==> src/design/btof_defs.svh <==
`ifndef BTOF_DEFS_SVH
`define BTOF_DEFS_SVH

// Register numbers on the module register port.
`define BTOF_REG_INDEX 4'h8
`define BTOF_REG_VALUE 4'h9

// Array element indices.
`define BTOF_EL_TIME_BASE 8'h04
`define BTOF_EL_MULTIPLIER 8'h05
`define BTOF_EL_HIST_FIRST 8'h0A
`define BTOF_EL_HIST_LAST 8'h13
`define BTOF_EL_FS_MODE 8'h32
`define BTOF_EL_FS_LEVEL 8'h33

// Reset values.
`define BTOF_RST_TIME_BASE 8'h00
`define BTOF_RST_MULTIPLIER 8'h00
`define BTOF_RST_FS_MODE 8'h00
`define BTOF_RST_FS_LEVEL 8'h00
`define BTOF_RST_INDEX 8'h00

// Error code bit positions.
`define BTOF_ERR_OUTPUT_BIT 1
`define BTOF_ERR_TIMEOUT_BIT 2
`define BTOF_ERR_OVERFLOW_BIT 7

// History depth.
`define BTOF_HIST_DEPTH 10

// Timing: clock period and millisecond time base.
`define BTOF_CLK_PERIOD_NS 10
`define BTOF_MS_TIME_NS 1000000
`define BTOF_MS_CYCLES (`BTOF_MS_TIME_NS / `BTOF_CLK_PERIOD_NS)

`endif

==> src/design/btof_pkg.sv <==
package btof_pkg;

    // Watchdog states, one-hot.
    typedef enum logic [2:0] {
        BTOF_ST_OFF = 3'b001,
        BTOF_ST_WATCH = 3'b010,
        BTOF_ST_TRIPPED = 3'b100
    } btof_state_t;

    typedef logic [7:0] btof_byte_t;

endpackage

==> src/design/btof_watchdog.sv <==
// Notes on behaviour
// - The timeout threshold is the time base element 4 multiplied by the multiplier element 5.
// - The multiplier element is read/write, holds 0 to 255 and is 0 after reset.
// - If the time base or the multiplier is zero, no timeout error is ever raised.
// - The ten newest error codes are kept in storage that survives power-off.
// - History slots never written since the module was new read as zero.
// - Element 10 holds the newest error code and element 19 the oldest, in age order between.
// - History elements are read-only 8-bit codes and software must not write them.
// - History codes use bit 1 for output fault, bit 2 for bus timeout, bit 7 for buffer overflow, others reserved.
// - The failsafe mode element selects per output whether a timeout keeps the level or applies the failsafe level.
// - The failsafe level element gives per output the level applied on timeout, 0 clears and 1 sets.
// - The timeout error bit rises when the bus traffic gap exceeds the threshold.
// - The time base element is read/write, 0 to 255 milliseconds.
// - Elements are reached by writing the index register and then accessing the value register.
`include "btof_defs.svh"

module btof_watchdog #(
    parameter int MS_CYCLES = `BTOF_MS_CYCLES
) (
    // Clock and resets.
    input wire logic ref_clk_i,
    input wire logic rst_i,
    input wire logic lifetime_init_i,
    // Register port from the controller.
    input wire logic [3:0] reg_addr_i,
    input wire logic reg_wr_i,
    input wire logic reg_rd_i,
    input wire logic [7:0] reg_wdata_i,
    output logic [7:0] reg_rdata_o,
    output logic reg_rvalid_o,
    // Error sources and output path.
    input wire logic err_output_fault_i,
    input wire logic err_buf_overflow_i,
    input wire logic [7:0] out_req_i,
    output logic [7:0] out_o,
    output logic comm_timeout_o
);

    localparam int TICK_W = $clog2(MS_CYCLES + 1);

    // Returns true when an element index falls in the history range.
    function automatic logic is_hist(input logic [7:0] idx);
        is_hist = (idx >= `BTOF_EL_HIST_FIRST) && (idx <= `BTOF_EL_HIST_LAST);
    endfunction

    btof_pkg::btof_byte_t index_reg, index_next;
    btof_pkg::btof_byte_t tbase_reg, tbase_next;
    btof_pkg::btof_byte_t mult_reg, mult_next;
    btof_pkg::btof_byte_t mode_reg, mode_next;
    btof_pkg::btof_byte_t level_reg, level_next;
    logic [7:0] rdata_reg, rdata_next;
    logic rvalid_reg, rvalid_next;
    logic [7:0] hist_rd;
    logic [3:0] hist_sel;
    logic wr_value;
    logic bus_access;

    // Any register access counts as bus traffic from the controller.
    assign bus_access = reg_wr_i | reg_rd_i;
    assign wr_value = reg_wr_i && (reg_addr_i == `BTOF_REG_VALUE);
    assign hist_sel = 4'(index_reg - `BTOF_EL_HIST_FIRST);

    // Register writes: index register, then value register at the selected element.
    always_comb begin
        index_next = index_reg;
        tbase_next = tbase_reg;
        mult_next = mult_reg;
        mode_next = mode_reg;
        level_next = level_reg;
        if (reg_wr_i && (reg_addr_i == `BTOF_REG_INDEX)) begin
            index_next = reg_wdata_i;
        end
        if (wr_value && !is_hist(index_reg)) begin
            case (index_reg)
                `BTOF_EL_TIME_BASE: tbase_next = reg_wdata_i;
                `BTOF_EL_MULTIPLIER: mult_next = reg_wdata_i;
                `BTOF_EL_FS_MODE: mode_next = reg_wdata_i;
                `BTOF_EL_FS_LEVEL: level_next = reg_wdata_i;
                default: ;
            endcase
        end
    end

    // Read answer registered one cycle after the read strobe.
    always_comb begin
        rdata_next = rdata_reg;
        rvalid_next = reg_rd_i;
        if (reg_rd_i) begin
            rdata_next = 8'h00;
            if (reg_addr_i == `BTOF_REG_INDEX) begin
                rdata_next = index_reg;
            end else if (reg_addr_i == `BTOF_REG_VALUE) begin
                if (is_hist(index_reg)) begin
                    rdata_next = hist_rd;
                end else begin
                    case (index_reg)
                        `BTOF_EL_TIME_BASE: rdata_next = tbase_reg;
                        `BTOF_EL_MULTIPLIER: rdata_next = mult_reg;
                        `BTOF_EL_FS_MODE: rdata_next = mode_reg;
                        `BTOF_EL_FS_LEVEL: rdata_next = level_reg;
                        default: rdata_next = 8'h00;
                    endcase
                end
            end
        end
    end

    // Configuration and read registers.
    always_ff @(posedge ref_clk_i or posedge rst_i) begin
        if (rst_i) begin
            index_reg <= `BTOF_RST_INDEX;
            tbase_reg <= `BTOF_RST_TIME_BASE;
            mult_reg <= `BTOF_RST_MULTIPLIER;
            mode_reg <= `BTOF_RST_FS_MODE;
            level_reg <= `BTOF_RST_FS_LEVEL;
            rdata_reg <= 8'h00;
            rvalid_reg <= 1'b0;
        end else begin
            index_reg <= index_next;
            tbase_reg <= tbase_next;
            mult_reg <= mult_next;
            mode_reg <= mode_next;
            level_reg <= level_next;
            rdata_reg <= rdata_next;
            rvalid_reg <= rvalid_next;
        end
    end

    assign reg_rdata_o = rdata_reg;
    assign reg_rvalid_o = rvalid_reg;

    // Watchdog state.
    btof_pkg::btof_state_t state_reg, state_next;
    logic [TICK_W-1:0] div_reg, div_next;
    logic [16:0] ms_reg, ms_next;
    logic [15:0] threshold;
    logic enabled;
    logic ms_tick;
    logic trip;
    logic flag_reg, flag_next;
    logic [7:0] outs_reg, outs_next;
    logic [7:0] err_code;
    logic err_push;

    assign threshold = tbase_reg * mult_reg;
    assign enabled = (tbase_reg != 8'h00) && (mult_reg != 8'h00);
    assign ms_tick = (div_reg == TICK_W'(MS_CYCLES - 1));

    // Millisecond divider and gap counter; both restart on bus traffic.
    always_comb begin
        div_next = ms_tick ? '0 : div_reg + 1'b1;
        ms_next = ms_reg;
        if (ms_tick && (ms_reg != 17'h1FFFF)) begin
            ms_next = ms_reg + 17'h00001;
        end
        if (bus_access || !enabled) begin
            div_next = '0;
            ms_next = 17'h00000;
        end
    end

    // Trip when the elapsed gap exceeds the threshold.
    always_comb begin
        trip = 1'b0;
        state_next = state_reg;
        case (state_reg)
            btof_pkg::BTOF_ST_OFF: begin
                if (enabled) begin
                    state_next = btof_pkg::BTOF_ST_WATCH;
                end
            end
            btof_pkg::BTOF_ST_WATCH: begin
                if (!enabled) begin
                    state_next = btof_pkg::BTOF_ST_OFF;
                end else if (!bus_access && (ms_reg > {1'b0, threshold})) begin
                    trip = 1'b1;
                    state_next = btof_pkg::BTOF_ST_TRIPPED;
                end
            end
            btof_pkg::BTOF_ST_TRIPPED: begin
                if (bus_access) begin
                    state_next = enabled ? btof_pkg::BTOF_ST_WATCH : btof_pkg::BTOF_ST_OFF;
                end
            end
            default: state_next = btof_pkg::BTOF_ST_OFF;
        endcase
    end

    // Timeout flag: a trip sets it, traffic clears it, and the set wins.
    always_comb begin
        flag_next = flag_reg;
        if (bus_access) begin
            flag_next = 1'b0;
        end
        if (trip) begin
            flag_next = 1'b1;
        end
    end

    // Outputs follow requests until a timeout, then freeze or take the failsafe level per bit.
    always_comb begin
        outs_next = out_req_i;
        if (state_reg == btof_pkg::BTOF_ST_TRIPPED || trip) begin
            outs_next = (mode_reg & level_reg) | (~mode_reg & outs_reg);
        end
    end

    // Watchdog registers.
    always_ff @(posedge ref_clk_i or posedge rst_i) begin
        if (rst_i) begin
            state_reg <= btof_pkg::BTOF_ST_OFF;
            div_reg <= '0;
            ms_reg <= 17'h00000;
            flag_reg <= 1'b0;
            outs_reg <= 8'h00;
        end else begin
            state_reg <= state_next;
            div_reg <= div_next;
            ms_reg <= ms_next;
            flag_reg <= flag_next;
            outs_reg <= outs_next;
        end
    end

    assign out_o = outs_reg;
    assign comm_timeout_o = flag_reg;

    // Bit-coded error code; reserved bits stay zero.
    always_comb begin
        err_code = 8'h00;
        err_code[`BTOF_ERR_OUTPUT_BIT] = err_output_fault_i;
        err_code[`BTOF_ERR_TIMEOUT_BIT] = trip;
        err_code[`BTOF_ERR_OVERFLOW_BIT] = err_buf_overflow_i;
    end

    assign err_push = (err_code != 8'h00);

    // Remanent error history.
    btof_history u_hist (
        .ref_clk_i(ref_clk_i),
        .lifetime_init_i(lifetime_init_i),
        .push_i(err_push),
        .code_i(err_code),
        .rd_sel_i(hist_sel),
        .rd_data_o(hist_rd)
    );

endmodule

==> src/design/btof_history.sv <==
`include "btof_defs.svh"

module btof_history (
    // Clock and lifetime initialisation.
    input wire logic ref_clk_i,
    input wire logic lifetime_init_i,
    // Recording side.
    input wire logic push_i,
    input wire logic [7:0] code_i,
    // Read side.
    input wire logic [3:0] rd_sel_i,
    output logic [7:0] rd_data_o
);

    logic [7:0] hist_reg [`BTOF_HIST_DEPTH];
    logic [7:0] hist_next [`BTOF_HIST_DEPTH];
    logic [7:0] shift_in [`BTOF_HIST_DEPTH];

    // Entry 0 is the newest code; a push moves every entry one place older.
    genvar g;
    generate
        for (g = 0; g < `BTOF_HIST_DEPTH; g++) begin : g_ent
            // The newest slot takes the new code, the others take their younger neighbour.
            if (g == 0) begin : g_new
                assign shift_in[g] = code_i;
            end else begin : g_old
                assign shift_in[g] = hist_reg[g-1];
            end

            // A push loads the shifted value; otherwise the entry holds.
            always_comb begin
                hist_next[g] = hist_reg[g];
                if (push_i) begin
                    hist_next[g] = shift_in[g];
                end
            end

            // Storage is remanent: only the lifetime initialisation clears it, never rst_i.
            always_ff @(posedge ref_clk_i or posedge lifetime_init_i) begin
                if (lifetime_init_i) begin
                    hist_reg[g] <= 8'h00;
                end else begin
                    hist_reg[g] <= hist_next[g];
                end
            end
        end
    endgenerate

    // Combinational read port; out-of-range selects read zero.
    always_comb begin
        rd_data_o = 8'h00;
        if (rd_sel_i < 4'(`BTOF_HIST_DEPTH)) begin
            rd_data_o = hist_reg[rd_sel_i];
        end
    end

endmodule

==> config.mk <==
export PLATFORM = sky130hd
export DESIGN_NAME = btof_watchdog
export DESIGN_NICKNAME = d
export VERILOG_FILES = /design/src/design/btof_pkg.sv /design/src/design/btof_watchdog.sv /design/src/design/btof_history.sv
export VERILOG_INCLUDE_DIRS = /design/src /design/src/design
export SDC_FILE = /design/constraint.sdc
export NUM_CORES = 1
export LEC_CHECK = 0
export ABC_AREA = 1
export BUFFER_PORTS_ARGS = -buffer_cell sky130_fd_sc_hd__buf_4
export CORE_UTILIZATION = 40
export DETAILED_ROUTE_END_ITERATION = 10
export PLACE_DENSITY = 0.58
export SLEW_MARGIN = 15
export SYNTH_ARGS = -nofsm -noshare
export SYNTH_HDL_FRONTEND = slang
export SYNTH_HIERARCHICAL = 1
export SYNTH_SLANG_ARGS = --single-unit
export TNS_END_PERCENT = 10
==> constraint.sdc <==
create_clock -name ref_clk_i -period 8 [get_ports ref_clk_i]
set_input_delay 2 -clock ref_clk_i [delete_from_list [all_inputs] [get_ports ref_clk_i]]
set_output_delay 2 -clock ref_clk_i [all_outputs]
set_load 0.02 [all_outputs]
# Word-level counts from Yosys, hierarchy flattened
# Cells that the tools add are included.
[classes]
addsub = 3
n_mul = 1
order_cmp = 5
eq_ne = 14
muxes = 24
n_bitwise = 6
reduce_logical = 22
[ops]
columns = ["operator", "count"]
rows = [
  ["17-bit 2-to-1 mux", 4],
  ["8-bit 2-to-1 mux", 7],
  ["17-bit by 1-bit adder with 17-bit output, second input constant", 2],
  ["8-bit binary-select mux with 4-bit select", 1],
  ["8-bit case mux with 4 select lines", 1],
  ["8-bit nonzero test", 3],
  ["17-bit equality test, second input constant", 1],
  ["17-bit by 16-bit greater-than comparator with 1-bit output", 1],
  ["17-bit inequality test, second input constant", 1],
  ["8-bit AND", 2],
  ["8-bit by 3-bit equality test with 1-bit output, second input constant", 2],
  ["8-bit by 6-bit equality test with 1-bit output, second input constant", 2],
  ["8-bit by 8-bit multiplier with 16-bit output", 1],
  ["3-bit 2-to-1 mux", 4],
  ["3-bit case mux with 3 select lines", 1],
  ["4-bit equality test, second input constant", 2],
  ["8-bit by 4-bit greater-or-equal comparator with 1-bit output, second input constant", 1],
  ["8-bit by 5-bit less-or-equal comparator with 1-bit output, second input constant", 1],
  ["8-bit inverter", 1],
  ["8-bit OR", 1],
  ["2-bit AND reduction", 4],
  ["1-bit logical AND", 7],
  ["5-bit greater-or-equal comparator, second input constant", 1],
  ["1-bit 2-to-1 mux", 5],
  ["other kinds (14)", 19],
]
[word_totals]
regBits = 125
in_bits = 27
out_inout_bits = 18

# Longest topological paths before layout
# Gate-level depths: netlist of the first run.
[logic_depth]
depth_word = 9
mapped_depth = 34
mapped_depth_nobuf = 30

# Hierarchy
# Netlist of the first run, hierarchy kept.
[modules_own_cells]
columns = ["mod", "instances", "cells_each", "area_each_um2", "seq_area_each_um2"]
rows = [
  ["btof_watchdog", 1, 1078, 7748.7, 2378.5],
  ["btof_history", 1, 492, 3811.2, 2001.9],
]

# Worst setup path before layout of the first run
# Ideal clock, no wire load.
[synth_timing]
path_kind = "register -> register"
start = "register mult_reg[7]"
end = "register u_hist/hist_reg[10] in the netlist's numbering"
t_arrival_ps = 5670
t_required_ps = 7867
slack_ps = 2197
path_stages_with_launch = 31
cell_sequence = "dfrtp_1 -> clkbuf_1 -> nand2_1 -> fa_1 -> fa_1 -> inv_1 -> fa_1 -> inv_1 -> fa_1 -> inv_1 -> ha_1 -> a21oi_1 -> a21boi_0 -> o21ai_0 -> nand3_1 -> nand2_1 -> nand2_1 -> nand2_1 -> ha_1 -> nand2_1 -> nor2_1 -> and2_1 -> nand3b_1 -> nand3_1 -> nand3_1 -> buf_2 -> nand2_1 -> buf_4 -> buf_2 -> nand2_1 -> o21ai_0"
[synth_between]
elab_chain_cells = 7
word_cells_on_any_way = 9
classes_between = "mul: 1; order compare: 1; mux: 3; reduce/logical: 4"
[synth_rtl]
columns = ["item", "line", "rtl"]
rows = [
  ["start, declared", "btof_watchdog.sv:48", "btof_pkg::btof_byte_t mult_reg, mult_next;"],
  ["start signal, assigned", "btof_watchdog.sv:113", "mult_reg <= `BTOF_RST_MULTIPLIER;"],
  ["start signal, assigned", "btof_watchdog.sv:121", "mult_reg <= mult_next;"],
  ["8-bit by 8-bit multiplier with 16-bit output", "btof_watchdog.sv:145", "assign threshold = tbase_reg * mult_reg;"],
  ["17-bit by 16-bit greater-than comparator with 1-bit output", "btof_watchdog.sv:175", "end else if (!bus_access && (ms_reg > {1'b0, threshold})) begin"],
  ["1-bit logical AND", "btof_watchdog.sv:175", ""],
  ["1-bit 2-to-1 mux", "btof_watchdog.sv:175", ""],
  ["1-bit 2-to-1 mux (*)", "btof_watchdog.sv:173", "if (!enabled) begin"],
  ["1-bit 2-to-1 mux (*)", "btof_watchdog.sv:166", "case (state_reg)"],
  ["8-bit nonzero test (*)", "btof_watchdog.sv:236", "assign err_push = (err_code != 8'h00);"],
  ["via err_push", "btof_watchdog.sv:143", "logic err_push;"],
  ["end signal, assigned by index", "btof_history.sv:43", "hist_reg[g] <= hist_next[g];"],
  ["end, declared", "btof_history.sv:15", "logic [7:0] hist_reg [`BTOF_HIST_DEPTH];"],
]
# The timed path passes the listed nets; every way through them passes the cells marked *.
# A chain may end at the register's enable or synchronous reset.

==> reports/results.ini, run 1 <==
[synth]
yosysWarnings = 6
yosysUniqueCellTypes = 40
netlist_area_sq_um = 11600
synth_sequential_area_ratio_pct = 37.9
syn_area_per_cell_sq_um = 7.36
synthArstFlopShare_pct = 100
syn_inst = 1570
ys_ff_latch = 175
synth_edf_count = 0
synth_flop_cell = dfrtp_1

[cells_and_area]
multiInputGateArea_sq_um = 5800
nets = 1704
area_growth_pct = 10.0
largest_reg_flops = 80
fillers = 2853
ff_latch_area_sq_um = 4380
final_layout_size_suffix_gt1_share_pct = 6.82
post-route-util_pct = 45.3
final_cells = 1976
diodes = 0

[die]
coreArea_sq_um = 28100
chipWidth_um = 172
die_h_um = 172
start_util_pct = 41.2
rows = 61
io_pins = 45
die_area_sq_um = 29600

[global_route]
gr-usage-all-layers_pct = 19.8
grt_pass1_wl_mm = 46.6
antenna_found_initial = 0
grt_max_degree = 81
first_global_vias = 9247
grt.overflow.total = 0

[timing]
max_slew_margin_pct = 32.2
fin_skew_ns = 0.0297
fmax_mhz = 148
rsz0062_at_grt = no
tns_ns = 0
setup_viol = 0
slew_violations = 0
worstMarginPinSlew_ns = 1.02
finalCritPeriodShare_pct = 84.2
period_minus_slack_ns = 6.74
final_hold_viol_count = 0

[setup_path]
cp_slowest_cell = dfrtp_1
worst_path_largest_cell_delay_ns = 0.57
critPathRequiredTime_ns = 8.35
crit_path_frequent_cell = nand2_1
setup.worst_path.start_class = flip-flop
worstSetupPathType = reg -> reg
path_delay_family = adder cells
crit_buf_inv = 5
ff2ff_setup_slack_ns = 1.26
r2r_cells = 28
worst-path-max-fanout = 74
cp-end-kind = flip-flop
r2r-start = tbase_reg[0]
cp.arrival_ns = 7.09
reg2reg_to = u_hist/hist_reg[6]

[pwr]
pwr-share-comb_pct = 21.6
power.total_uw = 2390
peakVddDrop_mv = 0.143
power_switching_share_pct = 34.8
p_switching_uw = 832
p_leak_uw = 0.00691
pwr-share-seq_pct = 43.0
clock_power_share_pct = 35.4
p_per_area_nw_per_um2 = 188
internal_power_uw = 1560

[route]
num_vias = 9693
first_pass_iters = 5
via_per_inst = 4.91
drtIter0Drc = 705
drt_drc_violations_left = 0
drt-total-wl_mm = 27.4
wire_per_inst_um = 13.8
antenna_left = 0

[clocking]
cts.clk_slew.worst_paths_ns = 0.09
ctsHoldBuffers = 0
htreeDepth = 4
clockBufferDepth = 2
clock_sinks = 175
root_buffer = clkbuf_16
cts_resized = 0
cts_setup_buffers = 0
cts_tree = yes
cts-buffers-inserted = 17
clkLatencyLatePin_ns = 0.45

[place]
place.gp.congestion = 0.885
dpl.hpwl_mm = 19.5
dp.cells = 1944
portBuffers = 44

[worst_hold_path]
worstHoldPathType = reg -> reg
holdPathEnd = div_reg[0]
min_from = div_reg[0]
hold_depth = 1

[status]
outcome = finished clean

[job]
maxCapViolations = 0

[how the worst max path moves through the flow]
stage                             from                  end  cells after the start
final                     tbase_reg[0]   u_hist/hist_reg[6]                     28
after global routing       mult_reg[7]  u_hist/hist_reg[40]                     27
after CTS                 tbase_reg[0]   u_hist/hist_reg[0]                     28
after detailed placement  tbase_reg[0]   u_hist/hist_reg[0]                     28
after global placement    tbase_reg[0]   u_hist/hist_reg[8]                     27
after floorplan            mult_reg[7]  u_hist/hist_reg[10]                     30
[layout by cell type, fill, tap and decap left out, types with 36 or more instances in the layout]
master,instances
ha_1,56
a21oi_1,41
o21ai_0,109
nor2_1,93
nand2_1,451
inv_1,273
o21ai_1,44
fa_1,36
dfrtp_1,173
buf_4,52
nand3_1,118
[worst reg2reg max path, delay by kind of cell (launching register included)]
family	cells	cell delay (ns)
buf+inv	5	0.80
simple gates	13	1.66
compound gates	4	0.85
fa+ha+maj	6	2.75
flops	1	0.57
[power groups by stage]
stage	registers (uW)	logic [uW]	clock network, uW
after CTS	1030	524	874
final	1030	517	847
after global placement	1040	514	0
after floorplan	1020	402	0
after detailed placement	1050	521	0
after global routing	1040	593	905
[synth_stat cells (3+ instances only)]
master	count	area (sq um)
nand2_1	452	1700
inv_2	6	22.5
fa_1	36	721
xnor2_1	6	52.6
o21ai_0	109	546
nor4_1	6	37.5
clkbuf_1	15	56.3
buf_6	6	67.6
dfrtp_1	174	4350
inv_1	275	1030
a21oi_1	41	205
nor3_2	4	40.0
ha_1	56	701
buf_2	33	165
and2_1	3	18.8
nand4_1	25	156
nor3_1	15	75.1
xor2_1	19	166
nor2_1	93	349
nand3_1	118	591
nor3b_1	3	22.5
clkinv_1	3	11.3
o21ai_1	44	220
buf_4	6	45.0
[cell type report]
class / instances / share of cell area [%]
clock buffers: 18 / 3.45
clock inverters: 14 / 1.30
inverters: 285 / 8.46
multi-input cells: 1054 / 45.6
flip-flops and latches: 175 / 34.4
well taps: 378 / 3.72
repair buffers: 52 / 3.07
[kinds of logic after synthesis]
family | Yosys count | synth area share, %
AOI/OAI and AO/OA | 201 | 8.85
other | 1 | 0.0324
adders and majority gates | 92 | 12.3
and+or+nand+nor | 731 | 26.9
xor gates and xnor gates | 25 | 1.89
DFF | 175 | 37.9
buffers and inverters | 345 | 12.2
[layer usage]
metal / wire length [um] / GRT usage (%) / vias up
li1: - / - / 4916
met1: 13500 / 28.3 / 4531
met5: 0 / 0 / -
met2: 12300 / 30.7 / 219
met3: 1110 / 3.02 / 27
met4: 432 / 6.08 / 0
[stage by stage]
stage               hold slack, ns  setup WS [ns]  area [sq um]
floorplan                    0.433           2.20         11600
global placement             0.450           1.51         12100
detailed placement           0.455           1.31         12100
CTS                          0.469           1.26         12700
global route                 0.486          0.680         12700
finish                       0.472           1.26         12700
(Power assumes the default switching activity.)
==> run 2: changes to the inputs <==
- PLACE_DENSITY: 0.58 -> 0.6
- clock period: 8 -> 5.75 ns (I/O delays scaled with it)
==> run 2 against run 1 <==
Net effect: critical path depth decreased by 2; cell count increased by 2.0%; critical path type unchanged; combinational power increased by 57%; die area unchanged; via count increased by 2.5%; power increased by 43%; critical endpoint is now u_hist/hist_reg[7]; highest routed layer unchanged; first-iteration DRC count increased by 20%; non-clock buffer count increased by 40.
==> reports/results.ini, run 2 (synthesized netlist as in run 1, its figures left out) <==
[timing]
slew_violations = 0  ; unchanged
fmax_mhz = 181  ; +22%
setup_viol = 0  ; unchanged
period_minus_slack_ns = 5.52  ; -1.22 ns
tns_ns = 0  ; unchanged
rsz0062_at_grt = yes
final_hold_viol_count = 0  ; unchanged
max_slew_margin_pct = 42.4  ; +10 points
worstMarginPinSlew_ns = 0.864  ; -0.153 ns
finalCritPeriodShare_pct = 96.0  ; +12 points
fin_skew_ns = 0.0230  ; -0.00668 ns
holdWs_ns = 0.461  ; -0.0117 ns

[die]
rows = 61  ; unchanged
io_pins = 45  ; unchanged
die_area_sq_um = 29600  ; unchanged
chipWidth_um = 172  ; unchanged
die_h_um = 172  ; unchanged
start_util_pct = 41.2  ; unchanged
coreArea_sq_um = 28100  ; unchanged

[worst_hold_path]
hold_depth = 1  ; unchanged
worstHoldPathType = reg -> reg

[global_route]
grt_max_degree = 67  ; -17%
antenna_found_initial = 0  ; unchanged
first_global_vias = 9518  ; +2.9%
gr-usage-all-layers_pct = 20.5  ; +0.75 points
grt.overflow.total = 0  ; unchanged
grt_pass1_wl_mm = 48.0  ; +3.0%

[place]
place.gp.congestion = 0.872  ; -1.5%
portBuffers = 44  ; unchanged
dp.cells = 1968  ; +1.2%
dpl.hpwl_mm = 20.4  ; +4.2%

[setup_path]
cp.arrival_ns = 5.88  ; -1.21 ns
critPathRequiredTime_ns = 6.11  ; -2.24 ns
worst-path-max-fanout = 13  ; -82%
worstSetupPathType = reg -> reg
r2r_cells = 26  ; -7.1%
cp-end-kind = flip-flop
setup.worst_path.start_class = flip-flop

[route]
antenna_left = 0  ; unchanged
drtIter0Drc = 847  ; +20%
via_per_inst = 4.93  ; +0.56%
first_pass_iters = 5  ; unchanged
num_vias = 9940  ; +2.5%
drt_drc_violations_left = 0  ; unchanged
drt-total-wl_mm = 28.8  ; +5.4%
wire_per_inst_um = 14.3  ; +3.3%

[clocking]
htreeDepth = 4  ; unchanged
clockBufferDepth = 2  ; unchanged
root_buffer = clkbuf_16
cts.clk_slew.worst_paths_ns = 0.08  ; about the same
clkLatencyLatePin_ns = 0.44  ; about the same
clock_sinks = 175  ; unchanged
ctsHoldBuffers = 0  ; unchanged
cts-buffers-inserted = 17  ; unchanged
cts_tree = yes

[cells_and_area]
diodes = 0  ; unchanged
final_common_cell = nand2_1
area_growth_pct = 14.9
final_cell_mix = 448 x nand2_1, 273 x inv_1, 167 x dfrtp_1
largest_reg_flops = 80  ; unchanged
final_layout_size_suffix_gt1_share_pct = 10.6  ; +3.8 points
final_cells = 2015  ; +2.0%
nets = 1744  ; +2.3%

[pwr]
p_per_area_nw_per_um2 = 258  ; +37%
power.total_uw = 3420  ; +43%
peakVddDrop_mv = 0.193  ; +35%
p_leak_uw = 0.00714  ; +3.3%

[job]
maxCapViolations = 0  ; unchanged

[status]
outcome = finished clean

-- run 2: cell types whose count changed in the layout (fill, tap and decap cells not counted), moves of 5 or more --
cell,delta
buf_4,+30
dfrtp_1,-6
dfrtp_2,+6
ha_1,-5
o21ai_0,-10
o21ai_1,+8
-- run 2: timing repair --
item                       in CTS  in global routing
cloned                          1                  2
pin swaps                       1                 16
setup buffers                   2                 11
resized for setup               7                 40
setup endpoints to repair      79                 88
-- run 2: path summary, 6_finish.rpt --
| path | endpoint | slack [ns] | from |
|---|---|---|---|
| max reg2reg | u_hist/hist_reg[7] | 0.23 | mult_reg[2] |
| min in group asynchronous | u_hist/hist_reg[75] | 1.02 | lifetime_init_i |
| max | u_hist/hist_reg[7] | 0.23 | mult_reg[2] |
| min reg2reg | div_reg[0] | 0.46 | div_reg[0] |
| min | div_reg[0] | 0.46 | div_reg[0] |
| max in group asynchronous | mult_reg[3] | 3.57 | rst_i |
-- run 2: cell type report --
cell class	count	area [sq um]
fillers	2914	14800
clock buffers	19	443
inverters	285	1080
multi-input cells	1054	5940
repair buffers	92	801
well taps	378	473
clock inverters	12	155
flip-flops and latches	175	4390
-- run 2: report_power, final --
part	internal, uW	switching (uW)
clock network	662	532
logic	277	535
registers	1340	74.5
-- run 2: worst max-delay path, cell delays in order, from the launching register on --
cell and delay [ns]:
dfrtp_2 0.47, buf_4 0.17, nand2_1 0.06, inv_1 0.06
fa_1 0.51, fa_1 0.52, fa_1 0.54, inv_1 0.05
fa_1 0.52, inv_1 0.06, ha_4 0.30, nand2_1 0.10
nor2_1 0.11, nand3_1 0.10, nand4_1 0.13, xor2_1 0.18
ha_1 0.28, buf_4 0.14, nand4_1 0.08, nor2_1 0.05
nor2_1 0.24, nand3_4 0.15, nand2_8 0.15, buf_6 0.14
buf_12 0.13, nor2_1 0.05, a21oi_1 0.12
-- run 2: metal layers --
metal | up-vias | routed length [um] | part of all wire (%) | global-route usage (%)
met5 | - | 0 | 0 | 0
met4 | 0 | 350 | 1.2 | 5.39
met3 | 27 | 1050 | 3.6 | 2.98
met2 | 183 | 13300 | 46 | 32.1
met1 | 4738 | 14100 | 49 | 29.6
li1 | 4992 | - | - | -
-- run 2: stage by stage --
stage | setup slack (ns) | instance area [sq um] | utilization [%]
final | 0.228 | 13300 | 47.3
after global placement | 0.133 | 12300 | 43.9
after CTS | 0.0558 | 13000 | 46.2
after global routing | -0.114 | 13300 | 47.3
after detailed placement | -0.0318 | 12300 | 43.9
after floorplan | 0.0129 | 11600 | -
==> run 3: changes to the inputs <==
- CELL_PAD_IN_SITES_DETAIL_PLACEMENT: not set -> 1
- CELL_PAD_IN_SITES_GLOBAL_PLACEMENT: not set -> 1
- PLACE_DENSITY: 0.6 -> 0.76
==> run 3 against run 2 <==
Net effect: register-to-register slack is essentially flat; clock skew shrank 0.0097 ns; sequential cell count is the same; power shrank 0.68%.
==> reports/results.ini, run 3 (synthesized netlist as in run 1, its figures left out) <==
[die]
coreArea_sq_um = 28100  ; unchanged
start_util_pct = 41.2  ; unchanged
rows = 61  ; unchanged
chipWidth_um = 172  ; unchanged
io_pins = 45  ; unchanged
die_area_sq_um = 29600  ; unchanged
die_h_um = 172  ; unchanged

[clocking]
clock_sinks = 175  ; unchanged
cts.clk_slew.worst_paths_ns = 0.08  ; about the same
cts_tree = yes
htreeDepth = 4  ; unchanged
cts-buffers-inserted = 17  ; unchanged
root_buffer = clkbuf_16
clkLatencyLatePin_ns = 0.44  ; about the same
clockBufferDepth = 2  ; unchanged
ctsHoldBuffers = 0  ; unchanged

[global_route]
grt_max_degree = 72  ; +7.5%
grt.overflow.total = 0  ; unchanged
antenna_found_initial = 0  ; unchanged
gr-usage-all-layers_pct = 23.1  ; +2.5 points
grt_pass1_wl_mm = 53.6  ; +12%
first_global_vias = 10700  ; +13%

[route]
num_vias = 10200  ; +2.6%
drtIter0Drc = 485  ; -43%
drt_drc_violations_left = 0  ; unchanged
via_per_inst = 5.07  ; +2.9%
wire_per_inst_um = 16.1  ; +12%
drt-total-wl_mm = 32.3  ; +12%
antenna_left = 0  ; unchanged
first_pass_iters = 5  ; unchanged

[setup_path]
worstSetupPathType = reg -> reg
worst-path-max-fanout = 11  ; -2
ff2ff_setup_slack_ns = 0.22  ; about the same
crit_path_frequent_cell = nand2_1
setup.worst_path.start_class = flip-flop
cp_slowest_cell = fa_1
worst_path_largest_cell_delay_ns = 0.54  ; about the same
critPathRequiredTime_ns = 6.07  ; -0.04 ns
cp.arrival_ns = 5.85  ; -0.03 ns
path_delay_family = adder cells
cp-end-kind = flip-flop
crit_buf_inv = 6  ; -1

[pwr]
peakVddDrop_mv = 0.226  ; +17%
p_per_area_nw_per_um2 = 256  ; -0.80%
p_leak_uw = 0.00715  ; +0.20%

[place]
place.gp.congestion = 0.840  ; -3.7%
dpl.hpwl_mm = 23.2  ; +14%
portBuffers = 44  ; unchanged
dp.cells = 1967  ; -0.051%

[timing]
setup_viol = 0  ; unchanged
period_minus_slack_ns = 5.53  ; +0.00654 ns
max_slew_margin_pct = 35.3  ; -7.1 points
fin_skew_ns = 0.0133  ; -0.00967 ns
final_hold_viol_count = 0  ; unchanged
fmax_mhz = 181  ; -0.12%
rsz0062_at_grt = yes
slew_violations = 0  ; unchanged
tns_ns = 0  ; unchanged
worstMarginPinSlew_ns = 0.971  ; +0.107 ns
finalCritPeriodShare_pct = 96.1  ; +0.11 points

[job]
maxCapViolations = 0  ; unchanged

[cells_and_area]
nets = 1739  ; -0.29%
diodes = 0  ; unchanged
final_layout_size_suffix_gt1_share_pct = 10.7  ; +0.039 points
largest_reg_flops = 80  ; unchanged
final_common_cell = nand2_1
final_cells = 2009  ; -0.30%
fillers = 3560  ; +22%
area_growth_pct = 15.0
final_cell_mix = 447 x nand2_1, 272 x inv_1, 166 x dfrtp_1

[worst_hold_path]
worstHoldPathType = reg -> reg

[status]
outcome = finished clean

run 3: worst paths after layout:
| kind | start | to | depth (start not counted) |
|---|---|---|---|
| worst max-delay path | tbase_reg[5] | u_hist/hist_reg[27] | 27 |
| worst min-delay path | div_reg[0] | div_reg[0] | 1 |
| worst max register to register | tbase_reg[5] | u_hist/hist_reg[27] | 27 |
| worst min register to register | div_reg[0] | div_reg[0] | 1 |
| max in group asynchronous | rst_i | ms_reg[13] | 3 |
| min in group asynchronous | lifetime_init_i | u_hist/hist_reg[32] | 2 |
run 3: power breakdown:
| group | switching (uW) | total, uW | internal, uW | leakage [uW] |
|---|---|---|---|---|
| Combinational | 544 | 818 | 273 | 0.00469 |
| Sequential | 84.2 | 1430 | 1340 | 0.00219 |
| Clock | 552 | 1160 | 603 | 0.000267 |
run 3: final cells by class:
cell class                 instances  area, sq um  area share [%]
timing repair buffer              86          800            6.01
tap                              378          473            3.56
multi-input combinational       1055         6000            45.1
sequential                       175         4390            33.0
clock inverter                    13          131           0.988
clock buffer                      17          425            3.20
inverter                         285         1080            8.09
run 3: metal layers:
layer / vias to the layer above / wire, um / GRT usage (%)
met3: 31 / 914 / 3.27
met2: 125 / 15700 / 39.2
li1: 4971 / - / -
met1: 5067 / 15200 / 30.9
met5: - / 0 / 0
met4: 0 / 466 / 5.77
run 3: repair_timing:
| item | CTS | global route |
|---|---|---|
| gates cloned | 1 | 5 |
| gates resized for setup | 9 | 44 |
| endpoints found under the setup margin | 88 | 90 |
| setup buffers | 0 | 6 |
| pin swaps | 1 | 3 |
run 3: through the flow:
step / setup slack (ns) / cell area [sq um] / utilization (%) / power, uW / hold slack [ns]
finish: 0.222 / 13300 / 47.3 / 3400 / 0.472
global route: -0.0495 / 13300 / 47.3 / 3590 / 0.500
CTS: 0.0206 / 13000 / 46.1 / 3390 / 0.467
detailed placement: -0.191 / 12300 / 43.9 / 2220 / 0.458
global placement: 0.0673 / 12300 / 43.9 / 2200 / 0.454
floorplan: 0.0129 / 11600 / - / 1980 / 0.433
run 3: worst register-to-register path, stage by stage (launching register included):
cell and delay, ns:
dfrtp_1 0.49, buf_4 0.20, nand2_1 0.06, inv_1 0.05, fa_1 0.54, fa_1 0.43, fa_1 0.50, inv_1 0.05
fa_1 0.53, inv_1 0.07, ha_4 0.30, nand2_1 0.10, o21ai_1 0.15, nand2_1 0.09, nand4_1 0.12, xor2_1 0.19
ha_1 0.29, nand2_1 0.11, nor2_4 0.05, and2_4 0.14, nand3b_1 0.09, nand3_2 0.13, nand3_4 0.15, buf_12 0.13
nand2_8 0.08, clkbuf_16 0.24, nand2_1 0.06, o21ai_0 0.07
